**src/hw/dgo_defs.svh**
```systemverilog
// Constants for the DAC gain/offset correction and update controller.
// Assumes a 100 MHz core clock; all times are in ns and converted here.
`ifndef DGO_DEFS_SVH
`define DGO_DEFS_SVH

// Channel count and word layout
`define DGO_NUM_CH      32
`define DGO_GAIN_SHIFT  13
`define DGO_WORD_MAX    14'h3fff
`define DGO_WORD_MIN    14'h0000

// Reset values of the per-channel registers, and the offset bias
`define DGO_INPUT_DEF   14'h2000
`define DGO_TRIM_DEF    14'h2000
`define DGO_GAIN_DEF    13'h1fff
`define DGO_OFFS_DEF    14'h2000
`define DGO_OFFS_BIAS   17'h02000

// Destination select codes {hi, lo}
`define DGO_DEST_INPUT  2'h3
`define DGO_DEST_OFFS   2'h2
`define DGO_DEST_GAIN   2'h1
`define DGO_DEST_SFR    2'h0

// Timing: clock period, per-channel calculation, queue overhead
`define DGO_CLK_NS      10
`define DGO_CALC_NS     150
`define DGO_QOVH_NS     200
`define DGO_CALC_CYC    ((`DGO_CALC_NS + `DGO_CLK_NS - 1) / `DGO_CLK_NS)
`define DGO_QOVH_CYC    ((`DGO_QOVH_NS + `DGO_CLK_NS - 1) / `DGO_CLK_NS)

// Longest busy time for one channel, without and with the queue
`define DGO_BUSY1_NS    330
`define DGO_BUSY1Q_NS   530
`define DGO_BUSY1_CYC   (`DGO_BUSY1_NS / `DGO_CLK_NS)
`define DGO_BUSY1Q_CYC  (`DGO_BUSY1Q_NS / `DGO_CLK_NS)

`endif

```
**src/hw/dgo_pkg.sv**
```systemverilog
// Types for the DAC gain/offset correction and update controller.
// Constants live in dgo_defs.svh.
package dgo_pkg;

  typedef logic [13:0] dgo_word_t;
  typedef logic [12:0] dgo_coef_t;
  typedef logic [4:0]  dgo_chan_t;

  // Calculation engine states, Gray coded along idle-overhead-calc-store
  typedef enum logic [1:0]
  {
    S_IDLE  = 2'b00,
    S_OVH   = 2'b01,
    S_CALC  = 2'b11,
    S_STORE = 2'b10
  } dgo_state_t;

endpackage

```
**src/hw/dgo_cycle_timer.sv**
```systemverilog
// Down-counter that pulses done a programmed number of cycles after start.
// Assumes start is a one-cycle pulse from the engine.
`timescale 1ns/1ps
module dgo_cycle_timer
(
  // Clock and reset
  input  wire logic       clk,
  input  wire logic       arst_n,
  // Control
  input  wire logic       start,
  input  wire logic [7:0] load,
  output logic            done
);

  logic [7:0] cnt;
  logic [7:0] next_cnt;
  logic       next_done;

  // Count down, flag the last step
  always_comb
  begin
    next_cnt  = cnt;
    next_done = 1'b0;
    if (start)
      next_cnt = load;
    else if (cnt != 8'h00)
    begin
      next_cnt  = cnt - 8'h01;
      next_done = (cnt == 8'h01);
    end
  end

  // Register the counter state
  always_ff @(posedge clk or negedge arst_n)
  begin
    if (!arst_n)
    begin
      cnt  <= 8'h00;
      done <= 1'b0;
    end
    else
    begin
      cnt  <= next_cnt;
      done <= next_done;
    end
  end

endmodule

```
**src/hw/dgo_trim_calc.sv**
```systemverilog
// Registered gain/offset correction of one channel word with saturation.
// Assumes inputs are held stable by the engine for the calculation time.
`timescale 1ns/1ps
`include "dgo_defs.svh"
module dgo_trim_calc
(
  // Clock and reset
  input  wire logic              clk,
  input  wire logic              arst_n,
  // Operands
  input  wire dgo_pkg::dgo_word_t input_word,
  input  wire dgo_pkg::dgo_coef_t gain,
  input  wire dgo_pkg::dgo_word_t offset,
  // Result
  output dgo_pkg::dgo_word_t      trimmed_word
);
  import dgo_pkg::*;

  logic [27:0]        prod;
  logic [14:0]        scaled;
  logic signed [16:0] sum;
  dgo_word_t          next_trimmed;

  // Scale by (gain+1)/2^13, drop the fraction, then add offset less bias
  always_comb
  begin
    prod   = 28'({1'b0, gain} + 14'h0001) * 28'(input_word);
    scaled = prod[27:`DGO_GAIN_SHIFT];
    sum    = $signed({2'b00, scaled}) + $signed({3'b000, offset}) - $signed(`DGO_OFFS_BIAS);
    // Clamp instead of wrapping
    if (sum < 0)
      next_trimmed = `DGO_WORD_MIN;
    else if (sum > $signed({3'b000, `DGO_WORD_MAX}))
      next_trimmed = `DGO_WORD_MAX;
    else
      next_trimmed = sum[13:0];
  end

  // Register the result
  always_ff @(posedge clk or negedge arst_n)
  begin
    if (!arst_n)
      trimmed_word <= `DGO_TRIM_DEF;
    else
      trimmed_word <= next_trimmed;
  end

  chk_sat_high: assert property (@(posedge clk) disable iff (!arst_n)
    (sum > $signed({3'b000, `DGO_WORD_MAX})) |=> (trimmed_word == `DGO_WORD_MAX))
    else $error("overflow not clamped to full scale");
  chk_sat_low: assert property (@(posedge clk) disable iff (!arst_n)
    (sum < 0) |=> (trimmed_word == `DGO_WORD_MIN))
    else $error("underflow not clamped to zero");
  chk_unity_default: assert property (@(posedge clk) disable iff (!arst_n)
    (gain == `DGO_GAIN_DEF && offset == `DGO_OFFS_DEF) |=> (trimmed_word == $past(input_word)))
    else $error("default gain and offset do not pass the word through");

endmodule

```
**src/hw/dgo_update_ctrl.sv**
```systemverilog
// Per-channel correction and output update control for a 32-channel DAC.
// Assumes host strobes are synchronous to MCLK; the busy pin is wired open-drain outside.
`timescale 1ns/1ps
`include "dgo_defs.svh"
module dgo_update_ctrl
(
  // Clock and reset
  input  wire logic               MCLK,
  input  wire logic               ARST_N,
  // Host write port
  input  wire logic               WR_STB,
  input  wire logic               DEST_SELECT_HI,
  input  wire logic               DEST_SELECT_LO,
  input  wire logic               WR_ALL,
  input  wire dgo_pkg::dgo_chan_t WR_CHAN,
  input  wire dgo_pkg::dgo_word_t WR_DATA,
  input  wire logic               QUEUE_EN,
  // Output control strobes
  input  wire logic               OUTPUT_FORCE_GROUND_N,
  input  wire logic               LOAD_OUTPUTS_N,
  // Open-drain busy pin
  input  wire logic               BUSY_N_IN,
  output logic                    BUSY_N_OUT,
  output logic                    BUSY_N_OE_N,
  // Output state
  input  wire dgo_pkg::dgo_chan_t DAC_RD_CHAN,
  output dgo_pkg::dgo_word_t      DAC_RD_WORD,
  output logic                    OUTPUT_GROUND_REF,
  output logic                    UPDATE_DONE
);
  import dgo_pkg::*;

  localparam int CALC_BND  = `DGO_CALC_CYC + 2;
  localparam int BUSY_BND  = `DGO_BUSY1_CYC;
  localparam int BUSYQ_BND = `DGO_BUSY1Q_CYC;

  // Per-channel storage
  dgo_word_t  input_word [`DGO_NUM_CH];
  dgo_coef_t  gain       [`DGO_NUM_CH];
  dgo_word_t  offset     [`DGO_NUM_CH];
  dgo_word_t  trimmed_word [`DGO_NUM_CH];
  dgo_word_t  dac        [`DGO_NUM_CH];

  logic [31:0] dirty;
  logic [31:0] next_dirty;
  logic [31:0] changed;
  logic [31:0] next_changed;
  logic [31:0] wr_mask;
  dgo_state_t  state;
  dgo_state_t  next_state;
  dgo_chan_t   ch;
  dgo_chan_t   next_ch;
  logic        pending;
  logic        next_pending;
  logic        next_ground;
  logic        tmr_start;
  logic [7:0]  tmr_load;
  logic        tmr_done;
  logic        store;
  logic        wr_coef;
  logic        busy_int;
  logic        line_busy;
  logic        upd_go;
  dgo_word_t   calc_out;
  logic [1:0]  dest;

  // Lowest channel waiting for recalculation
  function automatic dgo_chan_t first_dirty(input logic [31:0] v);
    dgo_chan_t f;
    f = 5'h00;
    for (int i = `DGO_NUM_CH - 1; i >= 0; i--)
      if (v[i])
        f = 5'(i);
    return f;
  endfunction

  // Write decode and busy terms
  assign dest      = {DEST_SELECT_HI, DEST_SELECT_LO};
  assign wr_coef   = WR_STB && (dest != `DGO_DEST_SFR);
  assign wr_mask   = WR_ALL ? 32'hffffffff : (32'h00000001 << WR_CHAN);
  assign busy_int  = (state != S_IDLE) || (|dirty);
  assign line_busy = busy_int || !BUSY_N_IN;
  assign upd_go    = OUTPUT_FORCE_GROUND_N && !line_busy
                     && (pending || !LOAD_OUTPUTS_N);

  // Calculation engine: walk dirty channels one at a time
  always_comb
  begin
    next_state = state;
    next_ch    = ch;
    next_dirty = dirty;
    tmr_start  = 1'b0;
    tmr_load   = 8'(`DGO_CALC_CYC);
    store      = 1'b0;
    case (state)
      S_IDLE:
      begin
        if (|dirty)
        begin
          next_ch             = first_dirty(dirty);
          next_dirty[next_ch] = 1'b0;
          tmr_start           = 1'b1;
          if (QUEUE_EN)
          begin
            tmr_load   = 8'(`DGO_QOVH_CYC);
            next_state = S_OVH;
          end
          else
            next_state = S_CALC;
        end
      end
      S_OVH:
      begin
        if (tmr_done)
        begin
          tmr_start  = 1'b1;
          next_state = S_CALC;
        end
      end
      S_CALC:
      begin
        if (tmr_done)
          next_state = S_STORE;
      end
      S_STORE:
      begin
        store = 1'b1;
        if (|dirty)
        begin
          next_ch             = first_dirty(dirty);
          next_dirty[next_ch] = 1'b0;
          tmr_start           = 1'b1;
          next_state          = S_CALC;
        end
        else
          next_state = S_IDLE;
      end
      default:
      begin
        next_state = S_IDLE;
      end
    endcase
    // A new write wins over the clear of its dirty bit
    if (wr_coef)
      next_dirty = next_dirty | wr_mask;
  end

  // Engine registers
  always_ff @(posedge MCLK or negedge ARST_N)
  begin
    if (!ARST_N)
    begin
      state <= S_IDLE;
      ch    <= 5'h00;
      dirty <= 32'h00000000;
    end
    else
    begin
      state <= next_state;
      ch    <= next_ch;
      dirty <= next_dirty;
    end
  end

  // Load request, clear and changed-channel tracking
  always_comb
  begin
    next_changed = changed;
    next_pending = pending;
    next_ground  = OUTPUT_GROUND_REF;
    if (upd_go)
      next_changed = 32'h00000000;
    if (store)
      next_changed[ch] = 1'b1;
    if (!OUTPUT_FORCE_GROUND_N)
    begin
      next_pending = 1'b0;
      next_ground  = 1'b1;
    end
    else if (upd_go)
    begin
      next_pending = 1'b0;
      next_ground  = 1'b0;
    end
    else if (!LOAD_OUTPUTS_N && line_busy)
      next_pending = 1'b1;
  end

  // Control and output registers
  always_ff @(posedge MCLK or negedge ARST_N)
  begin
    if (!ARST_N)
    begin
      changed           <= 32'h00000000;
      pending           <= 1'b0;
      OUTPUT_GROUND_REF <= 1'b1;
      UPDATE_DONE       <= 1'b0;
      BUSY_N_OE_N       <= 1'b1;
      BUSY_N_OUT        <= 1'b0;
      DAC_RD_WORD       <= `DGO_TRIM_DEF;
    end
    else
    begin
      changed           <= next_changed;
      pending           <= next_pending;
      OUTPUT_GROUND_REF <= next_ground;
      UPDATE_DONE       <= upd_go;
      BUSY_N_OE_N       <= !busy_int;
      BUSY_N_OUT        <= 1'b0;
      DAC_RD_WORD       <= dac[DAC_RD_CHAN];
    end
  end

  // Channel register file; clear never touches it
  always_ff @(posedge MCLK or negedge ARST_N)
  begin
    if (!ARST_N)
    begin
      for (int k = 0; k < `DGO_NUM_CH; k++)
      begin
        input_word[k]   <= `DGO_INPUT_DEF;
        gain[k]         <= `DGO_GAIN_DEF;
        offset[k]       <= `DGO_OFFS_DEF;
        trimmed_word[k] <= `DGO_TRIM_DEF;
        dac[k]          <= `DGO_TRIM_DEF;
      end
    end
    else
    begin
      for (int k = 0; k < `DGO_NUM_CH; k++)
      begin
        if (wr_coef && wr_mask[k])
        begin
          case (dest)
            `DGO_DEST_INPUT: input_word[k] <= WR_DATA;
            `DGO_DEST_OFFS:  offset[k]     <= WR_DATA;
            `DGO_DEST_GAIN:  gain[k]       <= WR_DATA[12:0];
            default:         input_word[k] <= input_word[k];
          endcase
        end
        if (upd_go && changed[k])
          dac[k] <= trimmed_word[k];
      end
      if (store)
        trimmed_word[ch] <= calc_out;
    end
  end

  // Corrected-word arithmetic for the channel in service
  dgo_trim_calc u_calc
  (
    .clk          (MCLK),
    .arst_n       (ARST_N),
    .input_word   (input_word[ch]),
    .gain         (gain[ch]),
    .offset       (offset[ch]),
    .trimmed_word (calc_out)
  );

  // Overhead and per-channel calculation timing
  dgo_cycle_timer u_timer
  (
    .clk    (MCLK),
    .arst_n (ARST_N),
    .start  (tmr_start),
    .load   (tmr_load),
    .done   (tmr_done)
  );

  // Length of the current busy stretch, for timing checks
  logic [9:0] busy_len;
  logic       multi;
  always_ff @(posedge MCLK or negedge ARST_N)
  begin
    if (!ARST_N)
    begin
      busy_len <= 10'h000;
      multi    <= 1'b0;
    end
    else if (!busy_int)
    begin
      busy_len <= 10'h000;
      multi    <= 1'b0;
    end
    else
    begin
      busy_len <= busy_len + 10'h001;
      multi    <= multi || wr_coef || (WR_ALL && WR_STB) || (state == S_STORE && |dirty);
    end
  end

  chk_clear_forces: assert property (@(posedge MCLK) disable iff (!ARST_N)
    !OUTPUT_FORCE_GROUND_N |=> OUTPUT_GROUND_REF)
    else $error("clear did not ground outputs");
  chk_clear_keeps: assert property (@(posedge MCLK) disable iff (!ARST_N)
    (OUTPUT_GROUND_REF && !upd_go) |=> OUTPUT_GROUND_REF)
    else $error("outputs left ground without a load");
  chk_clear_ignores: assert property (@(posedge MCLK) disable iff (!ARST_N)
    !OUTPUT_FORCE_GROUND_N |=> (!pending && !UPDATE_DONE))
    else $error("load stored or acted on during clear");
  chk_busy_on_write: assert property (@(posedge MCLK) disable iff (!ARST_N)
    wr_coef |-> ##2 !BUSY_N_OE_N)
    else $error("busy not driven after a coefficient write");
  chk_no_busy_update: assert property (@(posedge MCLK) disable iff (!ARST_N)
    (busy_int || !BUSY_N_IN) |=> !UPDATE_DONE)
    else $error("update while busy");
  chk_pending_served: assert property (@(posedge MCLK) disable iff (!ARST_N)
    (pending && OUTPUT_FORCE_GROUND_N && !line_busy) |=> (UPDATE_DONE && !pending))
    else $error("stored load not performed after busy");
  chk_held_load: assert property (@(posedge MCLK) disable iff (!ARST_N)
    (!LOAD_OUTPUTS_N && OUTPUT_FORCE_GROUND_N && !line_busy) |=> UPDATE_DONE)
    else $error("held load did not update outputs");
  chk_copy_changed: assert property (@(posedge MCLK) disable iff (!ARST_N)
    (upd_go && changed[0]) |=> (dac[0] == $past(trimmed_word[0])))
    else $error("changed channel not copied on load");
  chk_skip_same: assert property (@(posedge MCLK) disable iff (!ARST_N)
    (upd_go && !changed[0]) |=> (dac[0] == $past(dac[0])))
    else $error("unchanged channel was reloaded");
  chk_calc_time: assert property (@(posedge MCLK) disable iff (!ARST_N)
    (state == S_CALC && $past(state) != S_CALC) |-> ##[1:CALC_BND] (state == S_STORE))
    else $error("channel calculation took too long");
  chk_busy_one: assert property (@(posedge MCLK) disable iff (!ARST_N)
    (busy_int && !multi) |-> (busy_len < 10'(QUEUE_EN ? BUSYQ_BND : BUSY_BND)))
    else $error("single-channel busy too long");

  cov_update: cover property (@(posedge MCLK) disable iff (!ARST_N) upd_go && |changed);
  cov_pending: cover property (@(posedge MCLK) disable iff (!ARST_N) pending ##[1:200] UPDATE_DONE);
  cov_clear: cover property (@(posedge MCLK) disable iff (!ARST_N)
    !OUTPUT_FORCE_GROUND_N ##1 OUTPUT_FORCE_GROUND_N ##[1:50] UPDATE_DONE);

endmodule

```
**config.mk**
```make
export PLATFORM = sky130hd
export DESIGN_NAME = dgo_update_ctrl
export DESIGN_NICKNAME = d
export VERILOG_FILES = /design/src/hw/dgo_pkg.sv /design/src/hw/dgo_cycle_timer.sv /design/src/hw/dgo_trim_calc.sv /design/src/hw/dgo_update_ctrl.sv
export VERILOG_INCLUDE_DIRS = /design/src /design/src/hw
export SDC_FILE = /design/constraint.sdc
export NUM_CORES = 2
export LEC_CHECK = 0
export BUFFER_PORTS_ARGS = -buffer_cell sky130_fd_sc_hd__buf_2
export CAP_MARGIN = 20
export CORE_ASPECT_RATIO = 2
export CORE_UTILIZATION = 55
export DETAILED_ROUTE_END_ITERATION = 10
export PLACE_DENSITY = 0.71
export SLEW_MARGIN = 20
export SYNTH_ARGS = -nofsm -noshare
export SYNTH_HDL_FRONTEND = slang
export SYNTH_SLANG_ARGS = --single-unit
```
**constraint.sdc**
```tcl
create_clock -name MCLK -period 11.3 [get_ports MCLK]
set_input_delay 0 -clock MCLK [delete_from_list [all_inputs] [get_ports MCLK]]
set_output_delay 0 -clock MCLK [all_outputs]
set_load 0.005 [all_outputs]
```
==> reports/qor.yml <==
place:
  dp_slack_ns: 0.3016
  gp_congestion: 0.9154
  io_buffers: 50
  dp_hpwl_um: 203400
  dp.cells: 9594
logic_synthesis:
  synth_top_area_cell: "dfrtp_1"
  synth_top_area_share_pct: 40.83
  syn_avg_cell_area_um2: 15.09
  syn-cell-area_um2: 108600
  synth_most_common_cell: "mux2_2"
  ys_top_cells_by_area: "dfrtp_1 (41%), mux2_2 (23%), dfstp_2 (13%), mux4_2 (9.2%), fa_1 (2.6%)"
  synth_cell_types: 87
  async_flop_share_pct: 100.0
  ys_seq_area_share_pct: 54.08
  synth_common_cells: "mux2_2 (2,215), dfrtp_1 (1,772), dfstp_2 (548), mux4_2 (444), clkbuf_1 (371)"
  syn_inst: 7199
  synth.net_count: 7498
  yosys_warnings: 0
  synth_edf_count: 0
  synth_seq_cells: 2320
  synthFlopType: "dfrtp_1"
setup_path:
  crit_slowest_cell: "o22ai_1"
  crit_top_cell: "fa_1"
  critical_path_class: "reg2reg"
  cp.arrival_ns: 11.57
  cp_top_family: "adder cells"
  critical-path-max-stage-delay_ns: 0.65
  critPathMaxFanout: 30
  cp.required_ns: 12.03
  startpoint_type: "flip-flop"
  crit_buf_inv: 9
  cp-end-kind: "flip-flop"
grt:
  gr-usage-all-layers_pct: 30.37
  grt_pass1_vias: 68630
  grt_antenna_before_repair: 6
  grt_pass1_wl_um: 446800
  grt_max_degree: 204
  overflow: 0
clock_network:
  cts_tree: "built"
  htreeDepth: 4
  max-clock-path-buffers: 4
  clk_latency_ns: 0.90
  cts-root-buf: "clkbuf_16"
  clkTransAtPathRegs_ns: 0.07
  cts.sinks: 2320
  cts_buffers: 207
floorplan:
  ioPinCount: 52
  core-area_um2: 196300
  start_util_pct: 55.34
  die_area_um2: 199400
  die_h_um: 630.5
  dieWidth_um: 316.2
  rows: 230
final_layout:
  area_growth_pct: 10.49
  finalNonFillerCells: 10020
  final_layout_size_suffix_gt1_share_pct: 54.13
  layout.nets: 7591
  nFillCells: 14880
sta:
  hold_violations: 0
  fin_ws_ns: 0.4605
  worst_slew_pin_slew_ns: 1.203
  fmax_ghz: 0.09226
  grt_setup_unrepaired: "no"
  setup_viol: 0
  clock_skew_ns: 0.06640
  fin_crit_ns: 10.84
  hold_ws_ns: 0.06925
  timing.final.crit_share_pct: 95.92
  slew_headroom_pct: 18.98
  setup_tns_ns: 0
  drv_slew: 0
hold_path:
  hp-class: "in2reg"
routing:
  viasPerCell: 6.192
  first_iter_violations: 3781
  ant_nets: 0
  drt_wl_total_um: 295900
  dr_total_vias: 62030
  firstDrtPassIters: 6
  routedWlPerCell_um: 29.53
  drc_errors: 0
flow_run:
  maxCapViolCount: 0
outcome:
  status: "finished, final reports clean"
## kinds of logic (layout without fill, tap and decap cells)
family / Yosys count / after routing / synth area share [%]
muxes: 2712 / 2712 / 32.69
and+or+nand+nor: 732 / 732 / 3.419
xor gates and xnor gates: 44 / 44 / 0.3755
other: 1 / 5 / 0.003453
AOI/OAI and AO/OA: 391 / 391 / 2.400
buffers and inverters: 734 / 997 / 3.004
DFF: 2320 / 2320 / 54.08
adders and majority gates: 265 / 265 / 4.027
## worst min-delay path, cell delays in order
cell	delay, ns
buf_2	0.10
inv_1	0.04
o21ai_0	0.10
a21oi_1	0.12
dlygate4sd3_1	0.55
## per-layer routing
metal | up-vias | GRT usage (%) | part of all wire, %
met5 | - | 0 | 0.014
met4 | 4 | 20.12 | 7.8
met3 | 757 | 3.455 | 3.1
met2 | 1422 | 54.57 | 54
met1 | 33680 | 33.55 | 35
li1 | 26170 | - | -
## through the flow
step	area [µm²]	util, %
after floorplan	108600	-
after global placement	112500	57.33
after detailed placement	112500	57.34
after CTS	119800	61.03
after global routing	120000	61.14
final	120000	61.14
## flip-flops by register name (all words and copies together), names as in the netlist, 14 cells and up
register             count
dac                    448
offset                 448
gain                   416
dirty                   32
u_calc.trimmed_word     14
trimmed_word           448
DAC_RD_WORD             14
changed                 32
input_word             448
## layout make-up
type	instances	area (µm²)	area share [%]
Antenna cell	4	10.01	0.008341
Sequential cell	2320	58750	48.96
Tap cell	2552	3193	2.661
Clock buffer	304	5946	4.955
Multi-Input combinational cell	4145	46800	39.00
Timing Repair Buffer	429	3631	3.026
Inverter	189	709.4	0.5912
Clock inverter	75	967.2	0.8060
## what timing repair did
item                                   in CTS  in global routing
hold buffers                               31                  1
resized for setup                           0                 11
setup endpoints to repair                   0                 14
endpoints found under the hold margin     990                 48
buffers inserted                            0                  4
## worst paths after layout
path	startpoint	end	slack [ns]	cells after the start
setup reg to reg	ch[0]$_DFFE_PN0P_	u_calc.trimmed_word[11]$_DFF_PN0_	0.46	38
hold / removal	LOAD_OUTPUTS_N	pending$_DFFE_PN0P_	0.07	5
min in group asynchronous	ARST_N	trimmed_word[139]$_DFFE_PN1P_	0.42	3
setup / recovery	ch[0]$_DFFE_PN0P_	u_calc.trimmed_word[11]$_DFF_PN0_	0.46	38
hold reg to reg	OUTPUT_GROUND_REF$_DFFE_PN1N_	OUTPUT_GROUND_REF$_DFFE_PN1N_	0.47	2
max in group asynchronous	ARST_N	gain[231]$_DFFE_PN1P_	8.37	7
## placed cells by master, fill, tap and decap left out, types with 103 or more instances in the layout
master     count
ha_1         123
o22ai_1      103
buf_4        327
mux2_2      2215
nor2_1       213
dfstp_2      548
mux4_2       444
fa_1         141
inv_1        187
clkbuf_16    208
dfrtp_1     1770
nand2_1      220
Power is not shown: default switching activity piles up to over one toggle a cycle in this logic, so the estimate is an artifact.
